**src/shared/gpic_regs.vh**
```
// Purpose: Register offsets, fields, reset values and timing for the
//          grouped priority interrupt controller.
// Assumes: Plain register port, byte-wide registers, one clock at 100 MHz.
// Notes:   Included by the controller design file only.
//
// Summary of operation
// Twenty-four sources, each at one of four levels
// Non-maskable request always enabled, highest priority
// Six groups; g, g+6, g+12, g+18 ranked
// Higher level presented first when simultaneous
// Single request serviced within three to nine cycles
// Four enable registers, one bit per source
// Bit 7 of first enable is global
// Global clear blocks all maskable; else per-bit
// Taking interrupt clears global enable, gives vector
// Return from interrupt sets global enable again
// Priority level from two priority registers
// Reset vector is address 0000
// Fixed vectors spaced eight bytes apart
// Group level: bit g of each priority register
// Vectors 0003 to 00bb; call pushes program counter
// Request flag held until accepted, then cleared
// Acceptance postponed during control register writes
// Higher level request preempts routine in service
`ifndef GPIC_REGS_VH
`define GPIC_REGS_VH

`define GPIC_NUM_SRC        24
`define GPIC_NUM_GRP        6
`define GPIC_LVL_W          2

// Register offsets on the plain port
`define GPIC_ADDR_W         4
`define GPIC_OFS_EN0        4'h0
`define GPIC_OFS_EN1        4'h1
`define GPIC_OFS_EN2        4'h2
`define GPIC_OFS_EN3        4'h3
`define GPIC_OFS_PRIA       4'h4
`define GPIC_OFS_PRIB       4'h5
`define GPIC_OFS_PWR        4'h6
`define GPIC_OFS_FLAG0      4'h8
`define GPIC_OFS_FLAG1      4'h9
`define GPIC_OFS_FLAG2      4'ha
`define GPIC_OFS_FLAG3      4'hb
`define GPIC_OFS_STATUS     4'hc

// Fields
`define GPIC_GIE_BIT        7
`define GPIC_SRC_PER_REG    6

// Reset values
`define GPIC_RST_EN         8'h00
`define GPIC_RST_PRI        8'h00
`define GPIC_RST_PWR        8'h00

// Vectors
`define GPIC_VEC_RESET      16'h0000
`define GPIC_VEC_BASE       16'h0003
`define GPIC_VEC_STRIDE     16'h0008

// Timing: latency window in machine cycles, two clocks per machine cycle
`define GPIC_CLK_PER_MC     2
`define GPIC_LAT_MIN_MC     3
`define GPIC_LAT_MAX_MC     9
`define GPIC_LAT_MIN_CYC    (`GPIC_LAT_MIN_MC * `GPIC_CLK_PER_MC)
// Wait-state count; flag capture and idle add two, giving the minimum
`define GPIC_LAT_WAIT       4'h4

`endif

```
**src/design/gpic_ctrl.v**
```verilog
// Purpose: Grouped four-level priority interrupt controller.
// Assumes: Requests are single-cycle pulses synchronous to clk_sys_i,
//          except the external non-maskable pin which is synchronised.
// Notes:   Hands a vector to the core as a registered request held until ack; the core
//          acknowledges acceptance with ack and signals return with return_from_interrupt.
//
// Our own choices: strobed register access and the register offsets.
`include "gpic_regs.vh"

module gpic_ctrl (
  input  wire        clk_sys_i,
  input  wire        resetn_i,
  input  wire [23:0] src_req_i,
  input  wire        nmi_pin_i,
  input  wire        cpu_ack_i,
  input  wire        cpu_return_from_interrupt_i,
  input  wire [3:0]  reg_addr_i,
  input  wire [7:0]  reg_wdata_i,
  input  wire        reg_wr_i,
  input  wire        reg_rd_i,
  output reg  [7:0]  reg_rdata_o,
  output reg         irq_req_o,
  output reg  [15:0] irq_vector_o,
  output reg  [15:0] boot_vector_o,
  output reg         irq_line_o
);

  localparam ST_IDLE = 2'h0;
  localparam ST_WAIT = 2'h1;
  localparam ST_PRES = 2'h2;

  reg [7:0]  irq_enable_reg_0_ff;
  reg [7:0]  irq_enable_reg_1_ff;
  reg [7:0]  irq_enable_reg_2_ff;
  reg [7:0]  irq_enable_reg_3_ff;
  reg [7:0]  priority_bit_reg_a_ff;
  reg [7:0]  priority_bit_reg_b_ff;
  reg [7:0]  power_control_reg_ff;
  reg [23:0] flag_ff;
  reg [1:0]  state_ff;
  reg [3:0]  lat_ff;
  reg [4:0]  win_src_ff;
  reg        win_nmi_ff;
  reg [2:0]  act_lvl_ff;
  reg [4:0]  stk_ptr_ff;
  reg [11:0] lvl_stack_ff;
  reg        nmi_meta_ff;
  reg        nmi_sync_ff;
  reg        nmi_prev_ff;
  reg        nmi_pend_ff;

  wire        global_irq_enable;
  wire [23:0] en_vec;
  wire [23:0] live;
  wire [5:0]  grp_any;
  wire [11:0] grp_sel;
  wire        ctl_write;
  wire        nmi_rise;

  // Global enable lives in bit 7 of the first enable register
  assign global_irq_enable = irq_enable_reg_0_ff[`GPIC_GIE_BIT];
  assign en_vec = {irq_enable_reg_3_ff[5:0], irq_enable_reg_2_ff[5:0],
                   irq_enable_reg_1_ff[5:0], irq_enable_reg_0_ff[5:0]};
  // Source only eligible with both its bit and the global bit set
  assign live = flag_ff & en_vec & {24{global_irq_enable}};
  assign ctl_write = reg_wr_i && (reg_addr_i <= `GPIC_OFS_PWR);
  assign nmi_rise = nmi_sync_ff && !nmi_prev_ff;

  // One arbiter per group, members g, g+6, g+12, g+18
  genvar g;
  generate
    for (g = 0; g < `GPIC_NUM_GRP; g = g + 1) begin : grp
      gpic_group_arb u_arb (
        .req_i ({live[g+18], live[g+12], live[g+6], live[g]}),
        .any_o (grp_any[g]),
        .sel_o (grp_sel[2*g+1:2*g])
      );
    end
  endgenerate

  // Level of a group: one bit from each priority register
  function [1:0] grp_lvl;
    input [2:0] gi;
    begin
      grp_lvl = {priority_bit_reg_b_ff[gi],
                 priority_bit_reg_a_ff[gi]};
    end
  endfunction

  // Best level first, then lowest group number
  reg [2:0] best_grp;
  reg [1:0] best_lvl;
  reg       best_any;
  reg [4:0] best_src;
  integer   i;
  always @* begin
    best_grp = 3'h0;
    best_lvl = 2'h0;
    best_any = 1'b0;
    best_src = 5'h00;
    for (i = 0; i < `GPIC_NUM_GRP; i = i + 1) begin
      if (grp_any[i] && (!best_any || grp_lvl(i[2:0]) > best_lvl)) begin
        best_any = 1'b1;
        best_grp = i[2:0];
        best_lvl = grp_lvl(i[2:0]);
      end
    end
    best_src = best_grp + 5'd6 * {3'h0, grp_sel[2*best_grp +: 2]};
  end

  // Best pending level plus one, on the act_lvl_ff scale where 0 means base level; level 3 and NMI both give 4
  wire [2:0] cand_lvl = {1'b0, best_lvl} + 3'h1;
  // Group of the source being accepted, sized to stay 5 bits wide
  wire [4:0] win_grp  = win_src_ff % 5'd6;
  wire       can_take = nmi_pend_ff ||
                        (best_any && cand_lvl > act_lvl_ff);

  // Vector from source index, eight-byte stride
  function [15:0] vec_of;
    input [4:0] s;
    begin
      vec_of = `GPIC_VEC_BASE + {8'h00, s, 3'h0};
    end
  endfunction

  // Pin level for the non-maskable input crosses two flops first
  always @(posedge clk_sys_i or negedge resetn_i) begin
    if (!resetn_i) begin
      nmi_meta_ff <= 1'b0;
      nmi_sync_ff <= 1'b0;
      nmi_prev_ff <= 1'b0;
    end else begin
      nmi_meta_ff <= nmi_pin_i;
      nmi_sync_ff <= nmi_meta_ff;
      nmi_prev_ff <= nmi_sync_ff;
    end
  end

  // Control registers, global enable auto-clear and restore
  always @(posedge clk_sys_i or negedge resetn_i) begin
    if (!resetn_i) begin
      irq_enable_reg_0_ff   <= `GPIC_RST_EN;
      irq_enable_reg_1_ff   <= `GPIC_RST_EN;
      irq_enable_reg_2_ff   <= `GPIC_RST_EN;
      irq_enable_reg_3_ff   <= `GPIC_RST_EN;
      priority_bit_reg_a_ff <= `GPIC_RST_PRI;
      priority_bit_reg_b_ff <= `GPIC_RST_PRI;
      power_control_reg_ff  <= `GPIC_RST_PWR;
    end else begin
      if (reg_wr_i) begin
        case (reg_addr_i)
          `GPIC_OFS_EN0:  irq_enable_reg_0_ff   <= reg_wdata_i;
          `GPIC_OFS_EN1:  irq_enable_reg_1_ff   <= reg_wdata_i;
          `GPIC_OFS_EN2:  irq_enable_reg_2_ff   <= reg_wdata_i;
          `GPIC_OFS_EN3:  irq_enable_reg_3_ff   <= reg_wdata_i;
          `GPIC_OFS_PRIA: priority_bit_reg_a_ff <= reg_wdata_i;
          `GPIC_OFS_PRIB: priority_bit_reg_b_ff <= reg_wdata_i;
          `GPIC_OFS_PWR:  power_control_reg_ff  <= reg_wdata_i;
          default: ;
        endcase
      end
      // Hardware actions win over a software write in the same cycle
      if (cpu_ack_i && state_ff == ST_PRES) begin
        irq_enable_reg_0_ff[`GPIC_GIE_BIT] <= 1'b0;
      end else if (cpu_return_from_interrupt_i) begin
        irq_enable_reg_0_ff[`GPIC_GIE_BIT] <= 1'b1;
      end
    end
  end

  // Request flags: set wins over the acceptance clear
  reg [23:0] nxt_flag;
  always @* begin
    nxt_flag = flag_ff;
    if (cpu_ack_i && state_ff == ST_PRES && !win_nmi_ff) begin
      nxt_flag[win_src_ff] = 1'b0;
    end
    nxt_flag = nxt_flag | src_req_i;
  end

  // Acceptance sequence: wait minimum latency, present, await ack
  always @(posedge clk_sys_i or negedge resetn_i) begin
    if (!resetn_i) begin
      flag_ff      <= 24'h000000;
      state_ff     <= ST_IDLE;
      lat_ff       <= 4'h0;
      win_src_ff   <= 5'h00;
      win_nmi_ff   <= 1'b0;
      act_lvl_ff   <= 3'h0;
      stk_ptr_ff   <= 5'h00;
      lvl_stack_ff <= 12'h000;
      nmi_pend_ff  <= 1'b0;
      irq_req_o    <= 1'b0;
      irq_vector_o <= `GPIC_VEC_RESET;
    end else begin
      flag_ff <= nxt_flag;
      if (nmi_rise) begin
        nmi_pend_ff <= 1'b1;
      end else if (cpu_ack_i && state_ff == ST_PRES && win_nmi_ff) begin
        nmi_pend_ff <= 1'b0;
      end
      // Pop the nesting level on return
      if (cpu_return_from_interrupt_i && stk_ptr_ff != 5'h00) begin
        act_lvl_ff   <= lvl_stack_ff[2:0];
        lvl_stack_ff <= {3'h0, lvl_stack_ff[11:3]};
        stk_ptr_ff   <= stk_ptr_ff - 5'h01;
      end
      case (state_ff)
        ST_IDLE: begin
          lat_ff <= 4'h0;
          if (can_take && !ctl_write) begin
            state_ff <= ST_WAIT;
          end
        end
        ST_WAIT: begin
          lat_ff <= lat_ff + 4'h1;
          if (!can_take) begin
            state_ff <= ST_IDLE;
          end else if (ctl_write) begin
            lat_ff <= lat_ff;
          end else if (lat_ff >= `GPIC_LAT_WAIT) begin
            state_ff     <= ST_PRES;
            irq_req_o    <= 1'b1;
            win_nmi_ff   <= nmi_pend_ff;
            win_src_ff   <= best_src;
            irq_vector_o <= nmi_pend_ff ? `GPIC_VEC_RESET
                                        : vec_of(best_src);
          end
        end
        ST_PRES: begin
          if (cpu_ack_i) begin
            irq_req_o    <= 1'b0;
            state_ff     <= ST_IDLE;
            act_lvl_ff   <= win_nmi_ff ? 3'h4
                          : {1'b0, grp_lvl(win_grp[2:0])} + 3'h1;
            lvl_stack_ff <= {lvl_stack_ff[8:0], act_lvl_ff};
            stk_ptr_ff   <= stk_ptr_ff + 5'h01;
          end
        end
        default: state_ff <= ST_IDLE;
      endcase
    end
  end

  // Read data one cycle after the strobe
  always @(posedge clk_sys_i or negedge resetn_i) begin
    if (!resetn_i) begin
      reg_rdata_o   <= 8'h00;
      boot_vector_o <= `GPIC_VEC_RESET;
      irq_line_o    <= 1'b0;
    end else begin
      boot_vector_o <= `GPIC_VEC_RESET;
      irq_line_o    <= |live || nmi_pend_ff;
      if (reg_rd_i) begin
        case (reg_addr_i)
          `GPIC_OFS_EN0:    reg_rdata_o <= irq_enable_reg_0_ff;
          `GPIC_OFS_EN1:    reg_rdata_o <= irq_enable_reg_1_ff;
          `GPIC_OFS_EN2:    reg_rdata_o <= irq_enable_reg_2_ff;
          `GPIC_OFS_EN3:    reg_rdata_o <= irq_enable_reg_3_ff;
          `GPIC_OFS_PRIA:   reg_rdata_o <= priority_bit_reg_a_ff;
          `GPIC_OFS_PRIB:   reg_rdata_o <= priority_bit_reg_b_ff;
          `GPIC_OFS_PWR:    reg_rdata_o <= power_control_reg_ff;
          `GPIC_OFS_FLAG0:  reg_rdata_o <= {2'h0, flag_ff[5:0]};
          `GPIC_OFS_FLAG1:  reg_rdata_o <= {2'h0, flag_ff[11:6]};
          `GPIC_OFS_FLAG2:  reg_rdata_o <= {2'h0, flag_ff[17:12]};
          `GPIC_OFS_FLAG3:  reg_rdata_o <= {2'h0, flag_ff[23:18]};
          `GPIC_OFS_STATUS: reg_rdata_o <= {nmi_pend_ff, act_lvl_ff,
                                            2'h0, state_ff};
          default:          reg_rdata_o <= 8'h00;
        endcase
      end else begin
        reg_rdata_o <= 8'h00;
      end
    end
  end

endmodule // gpic_ctrl

```
**src/design/gpic_group_arb.v**
```verilog
// Purpose: Pick the highest ranked pending member of one priority group.
// Assumes: Members ordered g, g+6, g+12, g+18; lowest index ranks highest.
// Notes:   Pure combinational; one instance per group.
module gpic_group_arb (
  input  wire [3:0] req_i,
  output reg        any_o,
  output reg  [1:0] sel_o
);

  // Fixed rank inside the group, lower member wins
  always @* begin
    any_o = |req_i;
    if (req_i[0]) begin
      sel_o = 2'h0;
    end else if (req_i[1]) begin
      sel_o = 2'h1;
    end else if (req_i[2]) begin
      sel_o = 2'h2;
    end else begin
      sel_o = 2'h3;
    end
  end

endmodule // gpic_group_arb

```
**config.mk**
```make
export PLATFORM = sky130hd
export DESIGN_NAME = gpic_ctrl
export DESIGN_NICKNAME = d
export VERILOG_FILES = /design/src/design/gpic_ctrl.v /design/src/design/gpic_group_arb.v
export VERILOG_INCLUDE_DIRS = /design/src /design/src/shared
export SDC_FILE = /design/constraint.sdc
export NUM_CORES = 1
export LEC_CHECK = 0
export BUFFER_PORTS_ARGS = -buffer_cell sky130_fd_sc_hd__buf_2
export CORE_ASPECT_RATIO = 0.75
export CORE_MARGIN = 2
export CORE_UTILIZATION = 35
export DETAILED_ROUTE_END_ITERATION = 10
export SETUP_SLACK_MARGIN = 0.3
export SYNTH_ARGS = -nofsm -noshare
export SYNTH_HDL_FRONTEND = slang
export SYNTH_HIERARCHICAL = 1
export SYNTH_SLANG_ARGS = --single-unit
```
**constraint.sdc**
```tcl
create_clock -name clk_sys_i -period 9.8 [get_ports clk_sys_i]
set_input_delay 2.45 -clock clk_sys_i [delete_from_list [all_inputs] [get_ports clk_sys_i]]
set_output_delay 2.45 -clock clk_sys_i [all_outputs]
set_load 0.01 [all_outputs]
```
==> results.toml, run 1 <==
[finish]
regArea_sq_um = 3303
fillers = 2086
multi_input_area_sq_um = 4105
nets = 889
drive_above_1_share_pct = 24.28
diodes = 0
syn2layout_area_growth_pct = 14.46
instances_no_fill = 1124

[placed_design]
dp.cells = 1088
numPortBuffers = 59
globalplace.congestion = 0.9158
dp_hpwl_microns = 16530

[route]
vias = 6181
wl_per_cell_microns = 20.11
first_pass_iters = 5
post-route-drc-count = 0
drt_iter0_markers = 543
avgViaCountPerCell = 5.499
antenna_left = 0
totalWireLength_microns = 22600

[synthesis]
ys_seq_area_share_pct = 42.95
yosysUniqueCellTypes = 73
yosysTopAreaCellShare_pct = 42.95
ys.flop_type = "dfrtp_1"
synth_edf_count = 0
synth_common_cells = "dfrtp_1 (132), nand2_1 (98), mux2_2 (68), nor2_1 (43), o21ai_0 (43)"
ys_top_cells_by_area = "dfrtp_1 (43%), mux2_2 (10%), nand2_1 (4.8%)"
syn-cell-area_sq_um = 7690
yosysTopAreaCell = "dfrtp_1"
synth_cells = 779
avgSynthCellArea_sq_um = 9.871
yosys_warnings = 6
synth.most_common_cell = "dfrtp_1"
ys_ff_latch = 132
async_reset_ff_share_pct = 100.0

[clock_tree]
postCtsHoldBufs = 0
cts.htree.levels = 4
numCtsBuffers = 17
cts-root-buf = "clkbuf_16"
worstSkewPairLatency_ns = 0.42
cts.reportedPaths.clkPinSlew_ns = 0.06
cts_tree = "yes"
clock-sinks = 132
ctsLongestPathBuffers = 2

[job]
max_cap_viol_count = 0

[power_and_ir_drop]
swShare_pct = 41.88
p_leak_uw = 0.003853
internal_power_uw = 1725
p_sw_uw = 1243
powerDensity_nw_per_um2 = 337.2
comb_power_share_pct = 51.9
p_clk_share_pct = 21.5
power_frac_seq_pct = 26.5
peakVddDrop_uv = 159.7

[die]
core_area_sq_um = 21350
io_pins = 85
rows = 46
fp.dieW_microns = 175.2
dieArea_sq_um = 23190
dieHeight_microns = 132.4
start_util_pct = 36.01

[global_routing]
grt_usage_pct = 19.64
gr-total-overflow = 0
grt_pass1_wl_microns = 34850
antenna_found_initial = 0
grt_max_degree = 83
grt_pass1_vias = 5728

[worst_setup_path]
reg2reg_slack_ns = 0.85
crit_slowest_cell = "or4b_4"
startpoint_type = "flip-flop"
required_ns = 10.11
r2r-end = "win_src_ff[2]"
cpMostUsedCell = "ha_1"
crit_path_end = "win_src_ff[2]"
crit_start = "irq_enable_reg_0_ff[7]"
critPathCaptureType = "flip-flop"
slowest_delay_ns = 0.60
crit_fanout = 11
worstReg2RegStart = "irq_enable_reg_0_ff[7]"
worst_ep_arrival_time_ns = 9.25
ff2ff_path_depth = 44
crit_type = "reg2reg"

[timing]
fin_skew_ns = 0.01186
tightestPinTransition_ns = 1.068
finalSetupViolCount = 0
report.final.slew_viol_count = 0
period_share_pct = 91.31
slew-limit-headroom_pct = 28.78
period_needed_ns = 8.949
fmax_mhz = 111.8
timing.setup.tns_ns = 0
rsz0062_at_grt = "no"
hold_viol = 0

[hold_path]
hp-class = "reg2reg"

[run_status]
status = "finished clean"
[logic make-up after synthesis]
logic type      synth area share, %
xor+xnor                     0.9111
buf+inv                       5.939
other cells                 0.04877
flops                         42.95
fa+ha+maj                     3.970
mux                           15.28
compound gates                14.73
simple gates                  16.17
[timing repair]
item,in CTS,in global routing
setup endpoints to repair,0,18
setup buffers,0,3
gates resized for setup,0,15
hold endpoints to repair,0,0
[cells in the final DEF, fill, tap and decap left out, types with 7 or more instances in the layout]
master / netlist / routed
inv_1: 26 / 26
dfrtp_1: 132 / 132
a21oi_2: 6 / 8
a21o_1: 27 / 27
conb_1: 1 / 25
nand2_1: 98 / 97
o21ai_0: 43 / 42
nor2_1: 43 / 43
nor3_1: 12 / 12
and3_1: 29 / 29
clkbuf_16: 0 / 17
a21oi_1: 18 / 15
ha_1: 22 / 22
mux2_2: 68 / 68
a22oi_1: 7 / 7
buf_2: 2 / 58
nor2b_1: 9 / 9
a22o_1: 7 / 7
mux2i_1: 24 / 23
nand3_1: 27 / 27
[how the worst min path moves through the flow]
stage	from	endpoint	cells after the start
2_1_floorplan	nmi_meta_ff	nmi_sync_ff	0
3_5_place_dp	nmi_meta_ff	nmi_sync_ff	0
4_1_cts	nmi_meta_ff	nmi_sync_ff	0
3_3_place_gp	nmi_meta_ff	nmi_sync_ff	0
5_1_grt	nmi_meta_ff	nmi_sync_ff	0
6_report	nmi_meta_ff	nmi_sync_ff	0
[registers in the layout (all words and copies together) (netlist names), 2 cells and up]
register               cells
stk_ptr_ff                 5
state_ff                   2
act_lvl_ff                 3
irq_enable_reg_3_ff        8
irq_enable_reg_1_ff        8
lat_ff                     4
win_src_ff                 5
flag_ff                   24
lvl_stack_ff              12
priority_bit_reg_b_ff      8
irq_enable_reg_2_ff        8
irq_vector_o               6
irq_enable_reg_0_ff        8
reg_rdata_o                8
priority_bit_reg_a_ff      8
power_control_reg_ff       8
[cell type report]
type	instances	area share (%)
inverter	28	1.194
sequential	132	37.53
clock buffer	20	4.961
tap	288	4.094
clock inverter	12	1.649
timing repair buffer	65	3.937
multi-input combinational	579	46.64
[critical path, delay by kind of cell (launching register included)]
family | cells | cell delay [ns]
buf+inv | 2 | 0.17
fa+ha+maj | 7 | 2.00
simple gates | 19 | 2.93
mux | 4 | 1.24
compound gates | 12 | 2.02
flops | 1 | 0.42
[stage by stage]
stage                     total power, uW  setup WS, ns  area [sq um]  utilization (%)  hold slack [ns]
after floorplan                      1860         1.356          7780                -           0.3312
after global placement               2190        0.7018          8122            38.03           0.3326
after detailed placement             2214        0.3845          8122            38.03           0.3381
after CTS                            2864        0.3669          8703            40.76           0.3520
after global routing                 3195        0.2539          8802            41.22           0.3692
final                                2968        0.8515          8802            41.22           0.3492
[per-layer routing]
metal  routed length, microns  GRT usage, %
met1                    10960         30.01
met2                     9674         27.84
met3                     1660         4.412
met4                      303         4.722
met5                        0             0
[power groups by stage]
stage	clock network [uW]	registers, uW	logic, uW
floorplan	0	726	1130
global placement	0	791	1400
detailed placement	0	791	1420
CTS	650	783	1430
global route	673	803	1720
finish	640	788	1540
Power figures use the tool's default switching activity.
==> inputs of run 2 (changes only) <==
--- a/config.mk
+++ b/config.mk
@@ -7,10 +7,13 @@
 export NUM_CORES = 1
 export LEC_CHECK = 0
 export BUFFER_PORTS_ARGS = -buffer_cell sky130_fd_sc_hd__buf_2
+export CELL_PAD_IN_SITES_DETAIL_PLACEMENT = 1
+export CELL_PAD_IN_SITES_GLOBAL_PLACEMENT = 1
 export CORE_ASPECT_RATIO = 0.75
 export CORE_MARGIN = 2
 export CORE_UTILIZATION = 35
 export DETAILED_ROUTE_END_ITERATION = 10
+export PLACE_DENSITY_LB_ADDON = 0.1
 export SETUP_SLACK_MARGIN = 0.3
 export SYNTH_ARGS = -nofsm -noshare
 export SYNTH_HDL_FRONTEND = slang
==> constraint.sdc (replaced) <==
create_clock -name clk_sys_i -period 8.9 [get_ports clk_sys_i]
set_input_delay 2.225 -clock clk_sys_i [delete_from_list [all_inputs] [get_ports clk_sys_i]]
set_output_delay 2.225 -clock clk_sys_i [all_outputs]
set_load 0.01 [all_outputs]
==> results.toml, run 2 (synthesized netlist as in run 1, its figures left out) <==
[run_status]
status = "finished clean"

[clock_tree]
cts.htree.levels = 4
cts-root-buf = "clkbuf_16"
numCtsBuffers = 17
cts.reportedPaths.clkPinSlew_ns = 0.07
ctsLongestPathBuffers = 2
cts_tree = "yes"
worstSkewPairLatency_ns = 0.45
clock-sinks = 132

[die]
fp.dieW_microns = 175.2
dieHeight_microns = 132.4
rows = 46
start_util_pct = 36.01
io_pins = 85
dieArea_sq_um = 23190
core_area_sq_um = 21350

[global_routing]
grt_pass1_wl_microns = 41120
grt_usage_pct = 23.61
antenna_found_initial = 1
grt_max_degree = 75
gr-total-overflow = 0
grt_pass1_vias = 6747

[route]
wl_per_cell_microns = 23.64
avgViaCountPerCell = 5.599
post-route-drc-count = 0
vias = 6495
antenna_left = 0
first_pass_iters = 5
wl_met1_microns = 13690
met3_length_microns = 1126
wl_met2_microns = 12080
top_layer = "met4"
totalWireLength_microns = 27430
drt_iter0_markers = 501

[timing]
report.final.slew_viol_count = 0
timing.hold.ws_ns = 0.3539
period_share_pct = 96.20
timing.setup.tns_ns = 0
slew-limit-headroom_pct = 19.63
finalSetupViolCount = 0
fmax_mhz = 116.8
tightestPinTransition_ns = 1.205
hold_viol = 0
rsz0062_at_grt = "no"
fin_skew_ns = 0.01537
period_needed_ns = 8.561

[finish]
multi_input_area_sq_um = 4388
nets = 925
layout_common_cells = "dfrtp_1 (131), nand2_1 (94), mux2_2 (66)"
final_common_cell = "dfrtp_1"
syn2layout_area_growth_pct = 21.92
fillers = 2382
diodes = 0
stdcell_area_sq_um = 9375
drive_above_1_share_pct = 31.65
regArea_sq_um = 3304
reg_top3 = "flag_ff (24), lvl_stack_ff (12)"
instances_no_fill = 1160
regMostFlops = "flag_ff"
largest_reg_flops = 24

[worst_setup_path]
slowest_delay_ns = 0.63
crit_type = "reg2reg"
cpMostUsedCell = "ha_4"
ff2ff_path_depth = 43
worst_ep_arrival_time_ns = 8.89
r2r-end = "win_src_ff[2]"
required_ns = 9.23
worstReg2RegStart = "irq_enable_reg_0_ff[7]"
critPathCaptureType = "flip-flop"
crit_slowest_cell = "or4b_4"
reg2reg_slack_ns = 0.34
startpoint_type = "flip-flop"
crit_fanout = 7

[placed_design]
dp.cells = 1095
globalplace.congestion = 0.9381
placedInstanceArea_sq_um = 8174
numPortBuffers = 59
dp_hpwl_microns = 19540

[hold_path]
worstHoldPathCells = 0
hp-class = "reg2reg"
worst_hold_path.endpoint = "nmi_sync_ff"
min_from = "nmi_meta_ff"

[power_and_ir_drop]
powerDensity_nw_per_um2 = 421.9
p_leak_uw = 0.004083
peakVddDrop_uv = 215.9

[job]
max_cap_viol_count = 0
[run 2: metrics by stage]
step	worst slack, ns	total power (uW)	util (%)
2_1_floorplan	0.4558	2049	-
3_3_place_gp	0.1256	2450	38.28
3_5_place_dp	-0.5882	2543	38.28
4_1_cts	0.3196	3447	41.87
5_1_grt	0.1117	4207	43.91
6_report	0.3385	3955	43.91
[run 2: cell type report]
cell class / count / area share (%)
tap: 288 / 3.844
clock inverter: 15 / 1.908
clock buffer: 17 / 4.538
sequential: 132 / 35.25
inverter: 28 / 1.121
multi-input combinational: 580 / 46.80
timing repair buffer: 100 / 6.539
[run 2: what timing repair did]
item                                    in CTS  in global routing
hold buffers                                 0                  0
gates resized for setup                     15                 59
gates cloned                                 2                  0
endpoints found under the setup margin      19                 19
buffers inserted                            12                 19
pin swaps                                   10                 31
[run 2: worst max-delay path: cells and delay by family, from the launching register on]
family,cells,cell delay [ns]
buffers and inverters,4,0.48
and+or+nand+nor,14,2.19
muxes,4,1.36
AOI/OAI and AO/OA,14,2.10
adders and majority gates,7,1.85
DFF,1,0.45
[run 2: how the worst max path moves through the flow]
stage | endpoint | cells after the start | slack (ns) | startpoint
finish | win_src_ff[2] | 43 | 0.34 | irq_enable_reg_0_ff[7]
global route | win_src_ff[2] | 43 | 0.11 | irq_enable_reg_0_ff[7]
CTS | win_src_ff[2] | 43 | 0.32 | irq_enable_reg_0_ff[7]
detailed placement | win_src_ff[2] | 43 | -0.59 | irq_enable_reg_0_ff[7]
global placement | win_src_ff[2] | 43 | 0.13 | irq_enable_reg_0_ff[7]
floorplan | win_src_ff[2] | 45 | 0.46 | irq_enable_reg_0_ff[7]
[run 2: layer usage]
layer,global-route usage (%),vias to the layer above
met5,0,-
met4,6.620,0
met3,4.642,35
met2,35.10,177
met1,34.76,3388
li1,-,2895
[run 2: power by group]
| group | switching [uW] | leakage (uW) | internal, uW | total, uW |
|---|---|---|---|---|
| Combinational | 1210 | 0.00223 | 1120 | 2330 |
| Clock | 325 | 0.000292 | 425 | 750 |
| Sequential | 157 | 0.00156 | 715 | 871 |
==> inputs of run 3 (changes only) <==
--- a/config.mk
+++ b/config.mk
@@ -11,7 +11,7 @@
 export CELL_PAD_IN_SITES_GLOBAL_PLACEMENT = 1
 export CORE_ASPECT_RATIO = 0.75
 export CORE_MARGIN = 2
-export CORE_UTILIZATION = 35
+export CORE_UTILIZATION = 46
 export DETAILED_ROUTE_END_ITERATION = 10
 export PLACE_DENSITY_LB_ADDON = 0.1
 export SETUP_SLACK_MARGIN = 0.3
==> constraint.sdc (replaced) <==
create_clock -name clk_sys_i -period 8.9 [get_ports clk_sys_i]
set_input_delay 1.335 -clock clk_sys_i [delete_from_list [all_inputs] [get_ports clk_sys_i]]
set_output_delay 1.335 -clock clk_sys_i [all_outputs]
set_load 0.01 [all_outputs]
==> results.toml, run 3 (synthesized netlist as in run 1, its figures left out) <==
[clock_tree]
cts-root-buf = "clkbuf_16"
cts.reportedPaths.clkPinSlew_ns = 0.06
numCtsBuffers = 17
clock-sinks = 132
cts.htree.levels = 4
postCtsHoldBufs = 0
worstSkewPairLatency_ns = 0.43
cts_tree = "yes"
ctsLongestPathBuffers = 2

[die]
rows = 40
dieHeight_microns = 116.0
core_area_sq_um = 16170
io_pins = 85
dieArea_sq_um = 17780
start_util_pct = 47.57
fp.dieW_microns = 153.3

[finish]
reg_top3 = "flag_ff (24), lvl_stack_ff (12)"
drive_above_1_share_pct = 30.13
largest_reg_flops = 24
nets = 916
regArea_sq_um = 3304
layout_common_cells = "dfrtp_1 (131), nand2_1 (95), mux2_2 (66)"
final_common_cell = "dfrtp_1"
diodes = 0
multi_input_area_sq_um = 4277
syn2layout_area_growth_pct = 18.74
stdcell_area_sq_um = 9131
regMostFlops = "flag_ff"
fillers = 1781

[power_and_ir_drop]
total_power_uw = 3698
p_clk_share_pct = 19.8
p_sw_uw = 1539
comb_power_share_pct = 56.6
peakVddDrop_uv = 220.1
power_frac_seq_pct = 23.6
p_leak_uw = 0.004028
swShare_pct = 41.60
powerDensity_nw_per_um2 = 405.0
internal_power_uw = 2160

[timing]
report.final.slew_viol_count = 0
period_share_pct = 94.65
finalSetupViolCount = 0
rsz0062_at_grt = "no"
tightestPinTransition_ns = 1.119
fmax_mhz = 118.7
fin_skew_ns = 0.01169
slew-limit-headroom_pct = 25.40
period_needed_ns = 8.423
hold_viol = 0

[global_routing]
grt_pass1_wl_microns = 39100
grt_max_degree = 87
grt_pass1_vias = 6682
gr-total-overflow = 0
antenna_found_initial = 0
grt_usage_pct = 29.19

[worst_setup_path]
worstReg2RegStart = "irq_enable_reg_0_ff[7]"
crit_type = "reg2reg"
worst_ep_arrival_time_ns = 8.74
slowest_delay_ns = 0.63
cpMostUsedCell = "ha_4"
crit_slowest_cell = "or4b_4"
crit_start = "irq_enable_reg_0_ff[7]"
critPathCaptureType = "flip-flop"
required_ns = 9.22
startpoint_type = "flip-flop"
crit_fanout = 7

[placed_design]
placedInstanceArea_sq_um = 8084
numPortBuffers = 59
globalplace.congestion = 0.9860
dp_hpwl_microns = 18510

[run_status]
status = "finished clean"

[hold_path]
min_from = "nmi_meta_ff"
hp-class = "reg2reg"

[job]
max_cap_viol_count = 0

[route]
vias = 6477
avgViaCountPerCell = 6.036
totalWireLength_microns = 25530
post-route-drc-count = 0
antenna_left = 0
drt_iter0_markers = 446
wl_per_cell_microns = 23.80
first_pass_iters = 5
run 3: cell count changes in the layout (fill, tap and decap cells not counted), sizes merged:
cell and change:
buf -7, bufinv +1, clkbuf +3, clkinv +4, clkinvlp +1, inv -9
or4b -2
run 3: power groups by stage:
stage          sequential [uW]  combinational (uW)  clock, uW
3_5_place_dp               874                1670          0
6_report                   874                2090        731
3_3_place_gp               863                1580          0
2_1_floorplan              799                1250          0
5_1_grt                    890                2280        767
4_1_cts                    867                1790        739
run 3: worst paths after layout:
path / end / slack [ns] / depth (start not counted)
min: nmi_sync_ff / 0.35 / 0
max: win_src_ff[1] / 0.48 / 44
max in group asynchronous: irq_enable_reg_0_ff[4] / 6.80 / 2
max reg2reg: win_src_ff[1] / 0.48 / 44
min reg2reg: nmi_sync_ff / 0.35 / 0
min in group asynchronous: flag_ff[13] / 0.95 / 1
run 3: final cells by class:
type	count	area share, %
clock inverter	12	1.685
timing repair buffer	93	6.262
inverter	28	1.151
clock buffer	20	5.001
multi-input combinational	578	46.83
tap	210	2.877
sequential	132	36.19
run 3: metal layers:
layer,up-vias,wire (microns),global-route usage [%]
li1,2873,-,-
met1,3355,11630,40.26
met2,210,11580,45.03
met4,0,603,9.383
met5,-,0,0
met3,39,1719,8.115
run 3: critical path, delay by kind of cell (launching register included):
family | cells | cell delay, ns
adder cells (fa/ha/maj) | 7 | 1.94
multiplexers | 4 | 1.23
AND/OR/NAND/NOR | 14 | 2.16
buffers and inverters | 5 | 0.61
AO/OA/AOI/OAI | 14 | 1.92
flip-flops | 1 | 0.44
run 3: per-stage QoR:
stage	hold slack, ns	utilization [%]	std cells	setup TNS [ns]	setup slack, ns
floorplan	0.3312	-	803	0	0.4558
global placement	0.3332	50.01	1018	0	0.4084
detailed placement	0.3426	50.01	1018	-3.359	-0.3895
CTS	0.3541	54.59	1060	0	0.3071
global route	0.3605	56.49	1073	0	0.1668
finish	0.3473	56.49	1073	0	0.4766
run 3: what timing repair did:
item                       4_1_cts  5_1_grt
buffers inserted                10       13
setup endpoints to repair       18       19
pin swaps                        7       23
gates resized for setup         16       47
